**config.mk**
```make
export PLATFORM = sky130hd
export DESIGN_NAME = vertical_blank_pulse_timer
export DESIGN_NICKNAME = d
export VERILOG_FILES = /design/src/core/vertical_blank_pulse_pkg.sv /design/src/core/vertical_blank_pulse_timer.sv
export SDC_FILE = /design/constraint.sdc
export NUM_CORES = 1
export LEC_CHECK = 0
export ABC_CLOCK_PERIOD_IN_PS = 5000
export BUFFER_PORTS_ARGS = -buffer_cell sky130_fd_sc_hd__buf_2
export CAP_MARGIN = 20
export CORE_ASPECT_RATIO = 1.25
export CORE_MARGIN = 10
export CORE_UTILIZATION = 45
export CTS_CLUSTER_DIAMETER = 120
export DETAILED_ROUTE_END_ITERATION = 10
export HOLD_SLACK_MARGIN = 0.1
export PLACE_DENSITY = 0.6
export SYNTH_ARGS = -nofsm -noshare
export SYNTH_HDL_FRONTEND = slang
export SYNTH_SLANG_ARGS = --single-unit
```
**constraint.sdc**
```tcl
create_clock -name CLOCK -period 5 [get_ports CLOCK]
set_clock_uncertainty 0.1 [all_clocks]
set_input_delay 0 -clock CLOCK [delete_from_list [all_inputs] [get_ports CLOCK]]
set_output_delay 0 -clock CLOCK [all_outputs]
set_load 0.01 [all_outputs]
```
**src/core/vertical_blank_pulse_pkg.sv**
```systemverilog
/*
  Constants and types for the vertical blanking pulse timer.
  Assumes a single 40 MHz clock and a synchronous active-high reset.
*/
package vertical_blank_pulse_pkg;

  // Register map, two-byte register pointer on the serial port
  localparam logic [15:0] VERTICAL_BLANK_PULSE_LEN_ADDR  = 16'h8403;
  localparam logic [7:0]  VERTICAL_BLANK_PULSE_LEN_RESET = 8'h10;
  // Serial slave address, value arbitrary
  localparam logic [6:0]  SLAVE_ADDR       = 7'h2A;
  localparam logic [7:0]  READ_MISS_DATA   = 8'h00;

  // Clock
  localparam int CLOCK_HZ  = 40_000_000;
  localparam int CLOCK_MHZ = CLOCK_HZ / 1_000_000;

  // Horizontal flyback loss and free-run horizontal blanking
  localparam int H_LOSS_US        = 100;
  localparam int H_LOSS_CYC       = H_LOSS_US * CLOCK_MHZ;
  localparam int H_FREE_KHZ       = 45;
  localparam int H_FREE_CYC       = CLOCK_HZ / (H_FREE_KHZ * 1000);
  localparam int H_FREE_WIDTH_NS  = 2000;
  localparam int H_FREE_W_CYC     = (H_FREE_WIDTH_NS * CLOCK_MHZ + 999) / 1000;
  localparam int H_CNT_W          = 12;

  // Vertical flyback loss and free-run vertical trigger
  localparam int V_LOSS_MS        = 50;
  localparam int V_LOSS_CYC_DEF   = V_LOSS_MS * CLOCK_HZ / 1000;
  localparam int V_FREE_HZ        = 60;
  localparam int V_FREE_CYC_DEF   = CLOCK_HZ / V_FREE_HZ;
  localparam int V_FREE_W_CYC     = 2 * H_FREE_CYC;
  localparam int V_CNT_W          = 24;

  // Blank timer states
  typedef enum logic [1:0] {
    VB_IDLE   = 2'b01,
    VB_TIMING = 2'b10
  } vb_state_t;

  // Serial slave states
  typedef enum logic [4:0] {
    SL_IDLE  = 5'b00001,
    SL_RX    = 5'b00010,
    SL_ACK   = 5'b00100,
    SL_TX    = 5'b01000,
    SL_TXACK = 5'b10000
  } sl_state_t;

endpackage

```
**src/core/vertical_blank_pulse_timer.sv**
```systemverilog
/*
  Vertical blanking pulse timer with horizontal blanking derivation,
  flyback loss handling and a small serial register slave.
  Assumes flyback inputs and serial lines are asynchronous pins.
*/
`timescale 1ns/100ps

// Summary of operation
// - Negative blank pulse once per vertical period
// - Pulse length follows written duration register
// - Only rising vertical trigger edge acts
// - Trigger starts line counter on horizontal blanks
// - Reaching written target ends the pulse
// - Trigger edges ignored while blank active
// - Blank output is trigger OR timing state
// - Derive horizontal blank from horizontal flyback
// - Horizontal loss: free-run blanks, mute video
// - Vertical loss: free-run blanks, mute video
module vertical_blank_pulse_timer
#(
  parameter int V_LOSS_CYC = vertical_blank_pulse_pkg::V_LOSS_CYC_DEF,
  parameter int V_FREE_CYC = vertical_blank_pulse_pkg::V_FREE_CYC_DEF
)
(
  // Clock and reset
  input  wire logic CLOCK,
  input  wire logic RST,
  // Serial register port
  input  wire logic SCL_IN,
  input  wire logic SDA_IN,
  output logic      SDA_OUT,
  output logic      SDA_OE,
  // Deflection side
  input  wire logic HORIZONTAL_RETRACE_INPUT,
  input  wire logic VERTICAL_RETRACE_INPUT,
  // Driver side
  output logic      VERTICAL_BLANK_PULSE_N,
  output logic      HORIZONTAL_BLANK_PULSE,
  output logic      VIDEO_MUTE
);
  import vertical_blank_pulse_pkg::*;

  // Two-stage synchronisers: bit 0 SCL, 1 SDA, 2 H flyback, 3 V flyback
  logic [3:0] meta_r;
  logic [3:0] sync_r;
  logic [3:0] prev_r;

  always_ff @(posedge CLOCK)
  begin
    if (RST)
    begin
      meta_r <= 4'h3;
      sync_r <= 4'h3;
      prev_r <= 4'h3;
    end
    else
    begin
      meta_r <= {VERTICAL_RETRACE_INPUT, HORIZONTAL_RETRACE_INPUT, SDA_IN, SCL_IN};
      sync_r <= meta_r;
      prev_r <= sync_r;
    end
  end

  logic scl_rise;
  logic scl_fall;
  logic sda_s;
  logic i2c_start;
  logic i2c_stop;
  logic hfly_rise;
  logic vfly_rise;

  assign sda_s     = sync_r[1];
  assign scl_rise  = sync_r[0] & ~prev_r[0];
  assign scl_fall  = ~sync_r[0] & prev_r[0];
  assign i2c_start = sync_r[0] & prev_r[0] & ~sda_s & prev_r[1];
  assign i2c_stop  = sync_r[0] & prev_r[0] & sda_s & ~prev_r[1];
  assign hfly_rise = sync_r[2] & ~prev_r[2];
  assign vfly_rise = sync_r[3] & ~prev_r[3];

  // Horizontal blanking and its loss detector
  logic [H_CNT_W-1:0] h_gap_r, h_gap_nxt;
  logic [H_CNT_W-1:0] h_free_r, h_free_nxt;
  logic               h_lost_r, h_lost_nxt;
  logic               horizontal_blank_pulse_r, horizontal_blank_pulse_nxt;
  logic               horizontal_blank_pulse_prev_r;

  always_comb
  begin
    h_gap_nxt  = h_gap_r;
    h_lost_nxt = h_lost_r;
    if (hfly_rise)
    begin
      h_gap_nxt  = '0;
      h_lost_nxt = 1'b0;
    end
    else if (h_gap_r >= H_CNT_W'(H_LOSS_CYC - 1))
      h_lost_nxt = 1'b1;
    else
      h_gap_nxt = h_gap_r + 1'b1;
    h_free_nxt = (h_free_r == H_CNT_W'(H_FREE_CYC - 1)) ? '0 : h_free_r + 1'b1;
    // Free-run keeps the driver biased when the scan stops
    horizontal_blank_pulse_nxt = h_lost_r ? (h_free_r < H_CNT_W'(H_FREE_W_CYC)) : sync_r[2];
  end

  always_ff @(posedge CLOCK)
  begin
    if (RST)
    begin
      h_gap_r       <= '0;
      h_free_r      <= '0;
      h_lost_r      <= 1'b0;
      horizontal_blank_pulse_r      <= 1'b0;
      horizontal_blank_pulse_prev_r <= 1'b0;
    end
    else
    begin
      h_gap_r       <= h_gap_nxt;
      h_free_r      <= h_free_nxt;
      h_lost_r      <= h_lost_nxt;
      horizontal_blank_pulse_r      <= horizontal_blank_pulse_nxt;
      horizontal_blank_pulse_prev_r <= horizontal_blank_pulse_r;
    end
  end

  // Vertical loss detector and free-run trigger
  logic [V_CNT_W-1:0] v_gap_r, v_gap_nxt;
  logic [V_CNT_W-1:0] v_free_r, v_free_nxt;
  logic               v_lost_r, v_lost_nxt;
  logic               vtrig;

  always_comb
  begin
    v_gap_nxt  = v_gap_r;
    v_lost_nxt = v_lost_r;
    if (vfly_rise)
    begin
      v_gap_nxt  = '0;
      v_lost_nxt = 1'b0;
    end
    else if (v_gap_r >= V_CNT_W'(V_LOSS_CYC - 1))
      v_lost_nxt = 1'b1;
    else
      v_gap_nxt = v_gap_r + 1'b1;
    v_free_nxt = (v_free_r == V_CNT_W'(V_FREE_CYC - 1)) ? '0 : v_free_r + 1'b1;
  end

  always_ff @(posedge CLOCK)
  begin
    if (RST)
    begin
      v_gap_r  <= '0;
      v_free_r <= '0;
      v_lost_r <= 1'b0;
    end
    else
    begin
      v_gap_r  <= v_gap_nxt;
      v_free_r <= v_free_nxt;
      v_lost_r <= v_lost_nxt;
    end
  end

  // Free-run trigger is two lines wide so it outlasts the timer start
  assign vtrig = v_lost_r ? (v_free_r < V_CNT_W'(V_FREE_W_CYC)) : sync_r[3];

  // Blank timer
  vb_state_t  vb_state_r, vb_state_nxt;
  logic [7:0] line_cnt_r, line_cnt_nxt;
  logic [7:0] len_r, len_nxt;
  logic       vtrig_prev_r;
  logic       blank_r, blank_nxt;
  logic       mute_r;
  logic       trig_go;
  logic       h_tick;
  logic       line_done;

  assign h_tick    = horizontal_blank_pulse_r & ~horizontal_blank_pulse_prev_r;
  // Gating with the live blank keeps a noisy flyback from retriggering
  assign trig_go   = vtrig & ~vtrig_prev_r & ~blank_r;
  assign line_done = (9'(line_cnt_r) + 9'd1) >= 9'(len_r);

  always_comb
  begin
    vb_state_nxt = vb_state_r;
    line_cnt_nxt = line_cnt_r;
    unique case (vb_state_r)
      VB_IDLE:
      begin
        line_cnt_nxt = '0;
        if (trig_go)
          vb_state_nxt = VB_TIMING;
      end
      VB_TIMING:
      begin
        if (h_tick)
        begin
          if (line_done)
          begin
            vb_state_nxt = VB_IDLE;
            line_cnt_nxt = '0;
          end
          else
            line_cnt_nxt = line_cnt_r + 1'b1;
        end
      end
    endcase
    blank_nxt = vtrig | (vb_state_nxt == VB_TIMING);
  end

  always_ff @(posedge CLOCK)
  begin
    if (RST)
    begin
      vb_state_r   <= VB_IDLE;
      line_cnt_r   <= '0;
      vtrig_prev_r <= 1'b0;
      blank_r      <= 1'b0;
      mute_r       <= 1'b0;
    end
    else
    begin
      vb_state_r   <= vb_state_nxt;
      line_cnt_r   <= line_cnt_nxt;
      vtrig_prev_r <= vtrig;
      blank_r      <= blank_nxt;
      mute_r       <= h_lost_r | v_lost_r;
    end
  end

  assign VERTICAL_BLANK_PULSE_N = ~blank_r;
  assign HORIZONTAL_BLANK_PULSE = horizontal_blank_pulse_r;
  assign VIDEO_MUTE             = mute_r;

  // Serial register slave: address byte, two pointer bytes, then data
  sl_state_t   sl_r, sl_nxt;
  logic [7:0]  sh_r, sh_nxt;
  logic [3:0]  bit_r, bit_nxt;
  logic [1:0]  byte_r, byte_nxt;
  logic [15:0] ptr_r, ptr_nxt;
  logic        rw_r, rw_nxt;
  logic        nack_r, nack_nxt;
  logic        oe_r, oe_nxt;
  logic        wr_en;
  logic [7:0]  rd_data;

  assign rd_data = (ptr_r == VERTICAL_BLANK_PULSE_LEN_ADDR) ? len_r : READ_MISS_DATA;

  always_comb
  begin
    sl_nxt   = sl_r;
    sh_nxt   = sh_r;
    bit_nxt  = bit_r;
    byte_nxt = byte_r;
    ptr_nxt  = ptr_r;
    rw_nxt   = rw_r;
    nack_nxt = nack_r;
    oe_nxt   = oe_r;
    wr_en    = 1'b0;
    if (i2c_start)
    begin
      sl_nxt   = SL_RX;
      bit_nxt  = '0;
      byte_nxt = '0;
      oe_nxt   = 1'b0;
    end
    else if (i2c_stop)
    begin
      sl_nxt = SL_IDLE;
      oe_nxt = 1'b0;
    end
    else
    begin
      unique case (sl_r)
        SL_IDLE: ;
        SL_RX:
        begin
          if (scl_rise)
          begin
            sh_nxt  = {sh_r[6:0], sda_s};
            bit_nxt = bit_r + 1'b1;
          end
          else if (scl_fall && bit_r == 4'h8)
          begin
            sl_nxt = SL_ACK;
            oe_nxt = 1'b1;
            if (byte_r != 2'h3)
              byte_nxt = byte_r + 1'b1;
            unique case (byte_r)
              2'h0:
              begin
                rw_nxt = sh_r[0];
                if (sh_r[7:1] != SLAVE_ADDR)
                begin
                  sl_nxt = SL_IDLE;
                  oe_nxt = 1'b0;
                end
              end
              2'h1: ptr_nxt[15:8] = sh_r;
              2'h2: ptr_nxt[7:0] = sh_r;
              2'h3:
              begin
                wr_en   = (ptr_r == VERTICAL_BLANK_PULSE_LEN_ADDR);
                ptr_nxt = ptr_r + 1'b1;
              end
            endcase
          end
        end
        SL_ACK:
        begin
          if (scl_fall)
          begin
            bit_nxt = '0;
            if (rw_r && byte_r == 2'h1)
            begin
              sl_nxt = SL_TX;
              sh_nxt = rd_data;
              oe_nxt = ~rd_data[7];
            end
            else
            begin
              sl_nxt = SL_RX;
              oe_nxt = 1'b0;
            end
          end
        end
        SL_TX:
        begin
          if (scl_fall)
          begin
            if (bit_r == 4'h7)
            begin
              sl_nxt  = SL_TXACK;
              oe_nxt  = 1'b0;
              ptr_nxt = ptr_r + 1'b1;
            end
            else
            begin
              bit_nxt = bit_r + 1'b1;
              sh_nxt  = {sh_r[6:0], 1'b0};
              oe_nxt  = ~sh_r[6];
            end
          end
        end
        SL_TXACK:
        begin
          if (scl_rise)
            nack_nxt = sda_s;
          else if (scl_fall)
          begin
            bit_nxt = '0;
            sl_nxt  = nack_r ? SL_IDLE : SL_TX;
            sh_nxt  = rd_data;
            oe_nxt  = ~nack_r & ~rd_data[7];
          end
        end
      endcase
    end
    len_nxt = wr_en ? sh_r : len_r;
  end

  always_ff @(posedge CLOCK)
  begin
    if (RST)
    begin
      sl_r   <= SL_IDLE;
      sh_r   <= '0;
      bit_r  <= '0;
      byte_r <= '0;
      ptr_r  <= '0;
      rw_r   <= 1'b0;
      nack_r <= 1'b0;
      oe_r   <= 1'b0;
      len_r  <= VERTICAL_BLANK_PULSE_LEN_RESET;
    end
    else
    begin
      sl_r   <= sl_nxt;
      sh_r   <= sh_nxt;
      bit_r  <= bit_nxt;
      byte_r <= byte_nxt;
      ptr_r  <= ptr_nxt;
      rw_r   <= rw_nxt;
      nack_r <= nack_nxt;
      oe_r   <= oe_nxt;
      len_r  <= len_nxt;
    end
  end

  // Open-drain data line only ever pulls low
  assign SDA_OUT = 1'b0;
  assign SDA_OE  = oe_r;
endmodule

```
==> flow_metrics.env, run 1 <==
export IMPL_die_width_um=134
export IMPL_initialDrtViolationCount=460
export IMPL_synth_edf_count=0
export IMPL_drc=0
export IMPL_fin_nets=893
export IMPL_path_buf_inv=0
export IMPL_hp_class="in2reg"
export IMPL_p_leak_nw=2.91
export IMPL_antennaDiodeCount=0
export IMPL_power_share_switching=0.228
export IMPL_clock_sinks=147
export IMPL_worst_slack_ns=2.00
export IMPL_synthCells=868
export IMPL_ys_seq_area_frac=0.404
export IMPL_coreArea_mm2=0.0158
export IMPL_grt_max_degree=72
export IMPL_p_int_mw=1.91
export IMPL_initial_core_util=0.462
export IMPL_setup_viol=0
export IMPL_areaGrowthSynthToFinish_pct=10.7
export IMPL_synth_area_per_cell_um2=8.40
export IMPL_routed_wl_mm=16.2
export IMPL_synth_cell_area_mm2=0.00729
export IMPL_rrSetupSlack_ns=2.00
export IMPL_via_per_inst=5.69
export IMPL_slowest_stage="a41oi_1"
export IMPL_firstDrtPassIters=5
export IMPL_cp_data_required_time_ns=5.21
export IMPL_finalMaxSlewViolations=0
export IMPL_fp_dieH_um=162
export IMPL_cts_resized=0
export IMPL_critPathLaunchType="flop"
export IMPL_worstSetupEndpointType="flop"
export IMPL_tightest_slew_ns=0.881
export IMPL_yosysWarnings=0
export IMPL_place_ws_ns=2.02
export IMPL_path_clk_slew_ns=0.06
export IMPL_async_flop_share=0
export IMPL_ant_nets=0
export IMPL_fin_area_mm2=0.00807
export IMPL_max_cap_violations=0
export IMPL_reg2reg_to="vb_state_r[0]"
export IMPL_clockBufferDepth=2
export IMPL_fmax_mhz=333
export IMPL_drive_gt1_frac=0.0717
export IMPL_power_frac_seq=0.487
export IMPL_gr_total_overflow=0
export IMPL_vias=6209
export IMPL_period_share=0.601
export IMPL_power_switching_uw=562
export IMPL_cts_tree="done"
export IMPL_h_tree_depth=4
export IMPL_numCtsBuffers=17
export IMPL_grt_usage=0.151
export IMPL_yosysUniqueCellTypes=66
export IMPL_grt_pass1_wl_mm=27.8
export IMPL_final_common_cell="dfxtp_1"
export IMPL_crit_family="compound AO/OA/AOI/OAI gates"
export IMPL_p_total_mw=2.47
export IMPL_hold_end="VIDEO_MUTE"
export IMPL_crit_path_max_fanout=8
export IMPL_dpl_hpwl_mm=11.2
export IMPL_fp_dieArea_mm2=0.0217
export IMPL_grt_pass1_vias=5905
export IMPL_worstSkewPairLatency_ns=0.42
export IMPL_cp_depth=9
export IMPL_ys_flop_type="dfxtp_1"
export IMPL_cts_root_buf="clkbuf_16"
export IMPL_r2r_cells=9
export IMPL_pwr_share_comb=0.027
export IMPL_synth_seq_cells=147
export IMPL_crit_chain="ha_1 -> nand3_1 -> xnor2_1 -> ha_1 -> a21o_1 -> a211o_1 -> a41oi_1 -> o21ai_0 -> a221o_1"
export IMPL_rsz0062_at_grt="no"
export IMPL_hold_viol=0
export IMPL_gp_congestion=0.918
export IMPL_post_cts_setup_buffer_count=0
export IMPL_ios=11
export IMPL_syn_num_nets=895
export IMPL_port_buffers=9
export IMPL_fin_setup_tns_ns=0
export IMPL_arrival_ns=3.21
export IMPL_critPathMaxStageDelay_ns=0.47
export IMPL_holdPathStages=3
export IMPL_p_clk_frac=0.486
export IMPL_slew_headroom=0.407
export IMPL_powerDensity_mw_per_mm2=306
export IMPL_antenna_found_initial=0
export IMPL_num_rows=51
export IMPL_final_cell_mix="147 x dfxtp_1, 95 x nor2_1, 77 x nand2_1"
export IMPL_worstSetupPathType="reg2reg"
export IMPL_min_period_ns=3.00
export IMPL_post_dp_cell_area_mm2=0.00747
export IMPL_min_from="RST"
export IMPL_outcome="completed"
export IMPL_peakVddDrop_mv=0.206
export IMPL_cpMostUsedCell="ha_1"
export IMPL_wire_per_inst_um=14.9
export IMPL_worstReg2RegStart="line_cnt_r[0]"
-- logic make-up after synthesis --
kind of cell               share of synthesized area
and+or+nand+nor                                0.276
AOI/OAI and AO/OA                              0.166
DFF                                            0.404
buffers and inverters                         0.0369
xor gates and xnor gates                      0.0637
adders and majority gates                     0.0361
muxes                                         0.0165
other                                       0.000515
-- Yosys cell counts, types with 3 or more instances --
| cell | n | area (um^2) |
|---|---|---|
| nor3b_1 | 4 | 30.0 |
| inv_1 | 29 | 109 |
| nand3b_1 | 5 | 37.5 |
| o32ai_1 | 5 | 43.8 |
| nor4bb_1 | 3 | 30.0 |
| nand2_1 | 77 | 289 |
| o2111a_1 | 6 | 67.6 |
| dfxtp_1 | 147 | 2940 |
| a21oi_1 | 52 | 260 |
| and2_1 | 8 | 50.1 |
| mux2i_1 | 12 | 120 |
| xor2_1 | 31 | 272 |
| a41oi_1 | 4 | 35.0 |
| nand4_1 | 17 | 106 |
| a22oi_1 | 3 | 22.5 |
| nor3_1 | 23 | 115 |
| a211oi_1 | 5 | 37.5 |
| o21ai_0 | 34 | 170 |
| nor2_1 | 95 | 357 |
| o2bb2ai_1 | 3 | 26.3 |
| or4_1 | 9 | 67.6 |
| o31ai_1 | 6 | 45.0 |
| a211o_1 | 5 | 43.8 |
| buf_2 | 5 | 25.0 |
| and3_1 | 10 | 62.6 |
| nor2b_1 | 17 | 106 |
| o2111ai_1 | 5 | 43.8 |
| a21o_1 | 7 | 52.6 |
| nand2b_1 | 14 | 87.6 |
| o211ai_1 | 12 | 90.1 |
| or3_1 | 11 | 68.8 |
| clkbuf_1 | 30 | 113 |
| xnor2_1 | 22 | 193 |
| a311oi_1 | 5 | 43.8 |
| and4_1 | 13 | 114 |
| a31oi_1 | 4 | 25.0 |
| nand3_1 | 50 | 250 |
| or2_2 | 11 | 68.8 |
| ha_1 | 21 | 263 |
| nor4_1 | 13 | 81.3 |
-- through the flow --
| step | hold slack, ns | instances | util |
|---|---|---|---|
| after floorplan | 0.00381 | 868 | - |
| after global placement | 0.0880 | 1054 | 0.473 |
| after detailed placement | 0.0859 | 1055 | 0.474 |
| after CTS | 0.108 | 1091 | 0.512 |
| after global routing | 0.151 | 1091 | 0.512 |
| final | 0.115 | 1091 | 0.512 |
-- worst max path at each step --
stage / from / to / slack, ns
global placement: sl_r[2] / sh_r[1] / 2.10
floorplan: line_cnt_r[0] / vb_state_r[0] / 2.31
CTS: line_cnt_r[0] / vb_state_r[0] / 2.02
finish: line_cnt_r[0] / vb_state_r[0] / 2.00
detailed placement: line_cnt_r[0] / vb_state_r[0] / 2.02
global route: line_cnt_r[0] / line_cnt_r[7] / 1.73
-- sequential cells by signal, summed over array words and instances (netlist names), 5 cells and up --
name / cells
h_free_r: 12
len_r: 8
v_free_r: 24
sh_r: 8
sl_r: 5
h_gap_r: 12
v_gap_r: 24
line_cnt_r: 8
ptr_r: 16
-- power groups by stage --
stage	Clock [mW]	Combinational, mW	Sequential, mW
2_1_floorplan	0	0.0535	1.22
3_3_place_gp	0	0.0627	1.23
3_5_place_dp	0	0.0645	1.23
4_1_cts	1.23	0.0671	1.20
5_1_grt	1.27	0.0761	1.20
6_report	1.20	0.0666	1.20
-- repair_timing --
item                       4_1_cts  5_1_grt
setup endpoints to repair        0        0
hold endpoints to repair         4        0
hold buffers                     4        0
-- metal layers --
metal / track usage / routed length [um]
met5: 0 / 0
met4: 0.0605 / 285
met3: 0.0361 / 620
met2: 0.248 / 7810
met1: 0.186 / 7510
-- final cells by class --
| class | count | area [um^2] |
|---|---|---|
| Clock buffer | 19 | 443 |
| Clock inverter | 13 | 111 |
| Sequential cell | 147 | 2940 |
| Timing Repair Buffer | 17 | 119 |
| Fill cell | 1496 | 7700 |
| Tap cell | 212 | 265 |
| Multi-Input combinational cell | 654 | 4080 |
| Inverter | 29 | 109 |
-- worst reg2reg max path: cells and delay by family, from the launching register on --
family                     cells  cell delay (ns)
and+or+nand+nor                1             0.14
AOI/OAI and AO/OA              5             1.53
xor gates and xnor gates       1             0.22
DFF                            1             0.41
adders and majority gates      2             0.49
(Power assumes the default switching activity.)
==> run 2: changes to the inputs <==
--- a/config.mk
+++ b/config.mk
@@ -5,7 +5,7 @@
 export SDC_FILE = /design/constraint.sdc
 export NUM_CORES = 1
 export LEC_CHECK = 0
-export ABC_CLOCK_PERIOD_IN_PS = 5000
+export ABC_CLOCK_PERIOD_IN_PS = 2800
 export BUFFER_PORTS_ARGS = -buffer_cell sky130_fd_sc_hd__buf_2
 export CAP_MARGIN = 20
 export CORE_ASPECT_RATIO = 1.25
==> constraint.sdc (replaced) <==
create_clock -name CLOCK -period 2.8 [get_ports CLOCK]
set_clock_uncertainty 0.1 [all_clocks]
set_input_delay 0 -clock CLOCK [delete_from_list [all_inputs] [get_ports CLOCK]]
set_output_delay 0 -clock CLOCK [all_outputs]
set_load 0.01 [all_outputs]
==> flow_metrics.env, run 2 (synthesis gave the netlist of run 1 again) <==
export IMPL_outcome="completed"
export IMPL_numCtsBuffers=17
export IMPL_powerDensity_mw_per_mm2=561
export IMPL_num_rows=51
export IMPL_min_period_ns=2.70
export IMPL_grt_busiest_layer="met2"
export IMPL_coreArea_mm2=0.0158
export IMPL_via_per_inst=5.65
export IMPL_ant_nets=0
export IMPL_port_buffers=9
export IMPL_path_clk_slew_ns=0.06
export IMPL_pwr_share_comb=0.027
export IMPL_drc=0
export IMPL_grt_pass1_wl_mm=28.0
export IMPL_clock_sinks=147
export IMPL_r2r_cells=9
export IMPL_arrival_ns=2.94
export IMPL_p_clk_frac=0.515
export IMPL_endpoint="line_cnt_r[2]"
export IMPL_areaGrowthSynthToFinish_pct=14.6
export IMPL_tightest_slew_ns=0.658
export IMPL_use_met3=0.0367
export IMPL_worstSetupPathType="reg2reg"
export IMPL_final_instance_count_excl_fill=1115
export IMPL_dp_cells=1078
export IMPL_slew_headroom=0.554
export IMPL_final_cell_mix="147 x dfxtp_1, 95 x nor2_1, 77 x nand2_1"
export IMPL_cts_tree="done"
export IMPL_grt_usage=0.152
export IMPL_n_fill_cell=1535
export IMPL_initialDrtViolationCount=294
export IMPL_gr_total_overflow=0
export IMPL_post_cts_setup_buffer_count=0
export IMPL_fin_area_mm2=0.00835
export IMPL_period_share=0.966
export IMPL_peakVddDrop_mv=0.362
export IMPL_power_share_switching=0.206
export IMPL_grt_max_degree=52
export IMPL_fp_dieArea_mm2=0.0217
export IMPL_initial_core_util=0.462
export IMPL_hold_viol=0
export IMPL_post_dp_cell_area_mm2=0.00764
export IMPL_fmax_mhz=370
export IMPL_reg2reg_to="line_cnt_r[2]"
export IMPL_grt_pass1_vias=6169
export IMPL_rsz0062_at_grt="yes"
export IMPL_rrSetupSlack_ns=0.1
export IMPL_hp_class="in2reg"
export IMPL_drive_gt1_frac=0.0963
export IMPL_vias=6303
export IMPL_worstSetupEndpointType="flop"
export IMPL_crit_path_max_fanout=6
export IMPL_h_tree_depth=4
export IMPL_antennaDiodeCount=0
export IMPL_top_regs="v_free_r x24, v_gap_r x24, ptr_r x16"
export IMPL_fin_nets=918
export IMPL_grtUsageMet2=0.261
export IMPL_ios=11
export IMPL_final_common_cell="dfxtp_1"
export IMPL_worstSkewPairLatency_ns=0.43
export IMPL_antenna_found_initial=0
export IMPL_power_frac_seq=0.458
export IMPL_gp_congestion=0.867
export IMPL_setup_viol=0
export IMPL_grt_use_met1=0.177
export IMPL_fp_dieH_um=162
export IMPL_routed_wl_mm=16.4
export IMPL_cp_data_required_time_ns=3.04
export IMPL_cts_root_buf="clkbuf_16"
export IMPL_dpl_hpwl_mm=11.4
export IMPL_p_int_mw=3.72
export IMPL_p_leak_nw=3.11
export IMPL_clockBufferDepth=2
export IMPL_die_width_um=134
export IMPL_startpoint="line_cnt_r[1]"
export IMPL_finalMaxSlewViolations=0
export IMPL_min_from="SDA_IN"
export IMPL_max_cap_violations=0
export IMPL_critPathLaunchType="flop"
export IMPL_power_switching_uw=964
export IMPL_wire_per_inst_um=14.7
export IMPL_worstReg2RegStart="line_cnt_r[1]"
export IMPL_firstDrtPassIters=5
==> run 2: changes by cell type in the layout (fill, tap and decap cells not counted), sizes merged <==
cell         change
dlygate4sd3      +2
clkbuf           +2
buf             +23
clkinvlp         -7
clkinv           +1
bufinv           +3
==> run 2: per-layer routing <==
layer / vias to the layer above / part of all wire / wire length [um]
li1: 3175 / - / -
met1: 3000 / 0.45 / 7370
met2: 100 / 0.50 / 8130
met3: 28 / 0.032 / 530
met4: 0 / 0.020 / 319
met5: - / 0 / 0
==> run 2: how the worst min path moves through the flow <==
| stage | cells after the start | slack [ns] | end |
|---|---|---|---|
| floorplan | 1 | 0.004 | meta_r[0] |
| global placement | 2 | 0.08 | meta_r[1] |
| detailed placement | 2 | 0.09 | meta_r[1] |
| CTS | 3 | 0.18 | meta_r[0] |
| global route | 3 | 0.21 | meta_r[1] |
| finish | 3 | 0.20 | meta_r[1] |
==> run 2: cell type report <==
type                    count  area (um^2)  share of cell area
clock buffers              21          470              0.0564
multi-input cells         654         4100               0.491
inverters                  29          109              0.0130
clock inverters            10          154              0.0184
well taps                 212          265              0.0318
repair buffers             42          308              0.0369
flip-flops and latches    147         2940               0.353
==> run 2: power groups by stage <==
| stage | Sequential [mW] | Clock, mW | Combinational [mW] |
|---|---|---|---|
| 4_1_cts | 2.15 | 2.47 | 0.127 |
| 2_1_floorplan | 2.18 | 0 | 0.0955 |
| 3_5_place_dp | 2.19 | 0 | 0.121 |
| 6_report | 2.15 | 2.41 | 0.125 |
| 3_3_place_gp | 2.19 | 0 | 0.117 |
| 5_1_grt | 2.15 | 2.56 | 0.142 |
==> run 2: timing repair <==
item	4_1_cts	5_1_grt
gates resized for setup	0	5
endpoints found under the setup margin	0	11
hold endpoints to repair	16	0
hold buffers	6	0
==> run 2: worst max-delay path, cell delays in order (launching register included) <==
cell and delay, ns:
dfxtp_1 0.38, ha_1 0.21, nand3_1 0.17, xnor2_2 0.19, ha_1 0.32, a21o_1 0.17, a211o_1 0.30, a41oi_2 0.25
o211ai_1 0.26, o211ai_1 0.27
==> run 2: stage by stage <==
step | setup slack (ns) | utilization | setup TNS [ns] | hold slack (ns) | total power [mW]
after floorplan | 0.108 | - | 0 | 0.00381 | 2.28
after global placement | 0.175 | 0.485 | 0 | 0.0826 | 2.31
after detailed placement | 0.0665 | 0.485 | 0 | 0.0871 | 2.31
after CTS | 0.0230 | 0.528 | 0 | 0.182 | 4.74
after global routing | -0.0709 | 0.530 | -0.395 | 0.205 | 4.85
final | 0.0962 | 0.530 | 0 | 0.198 | 4.68
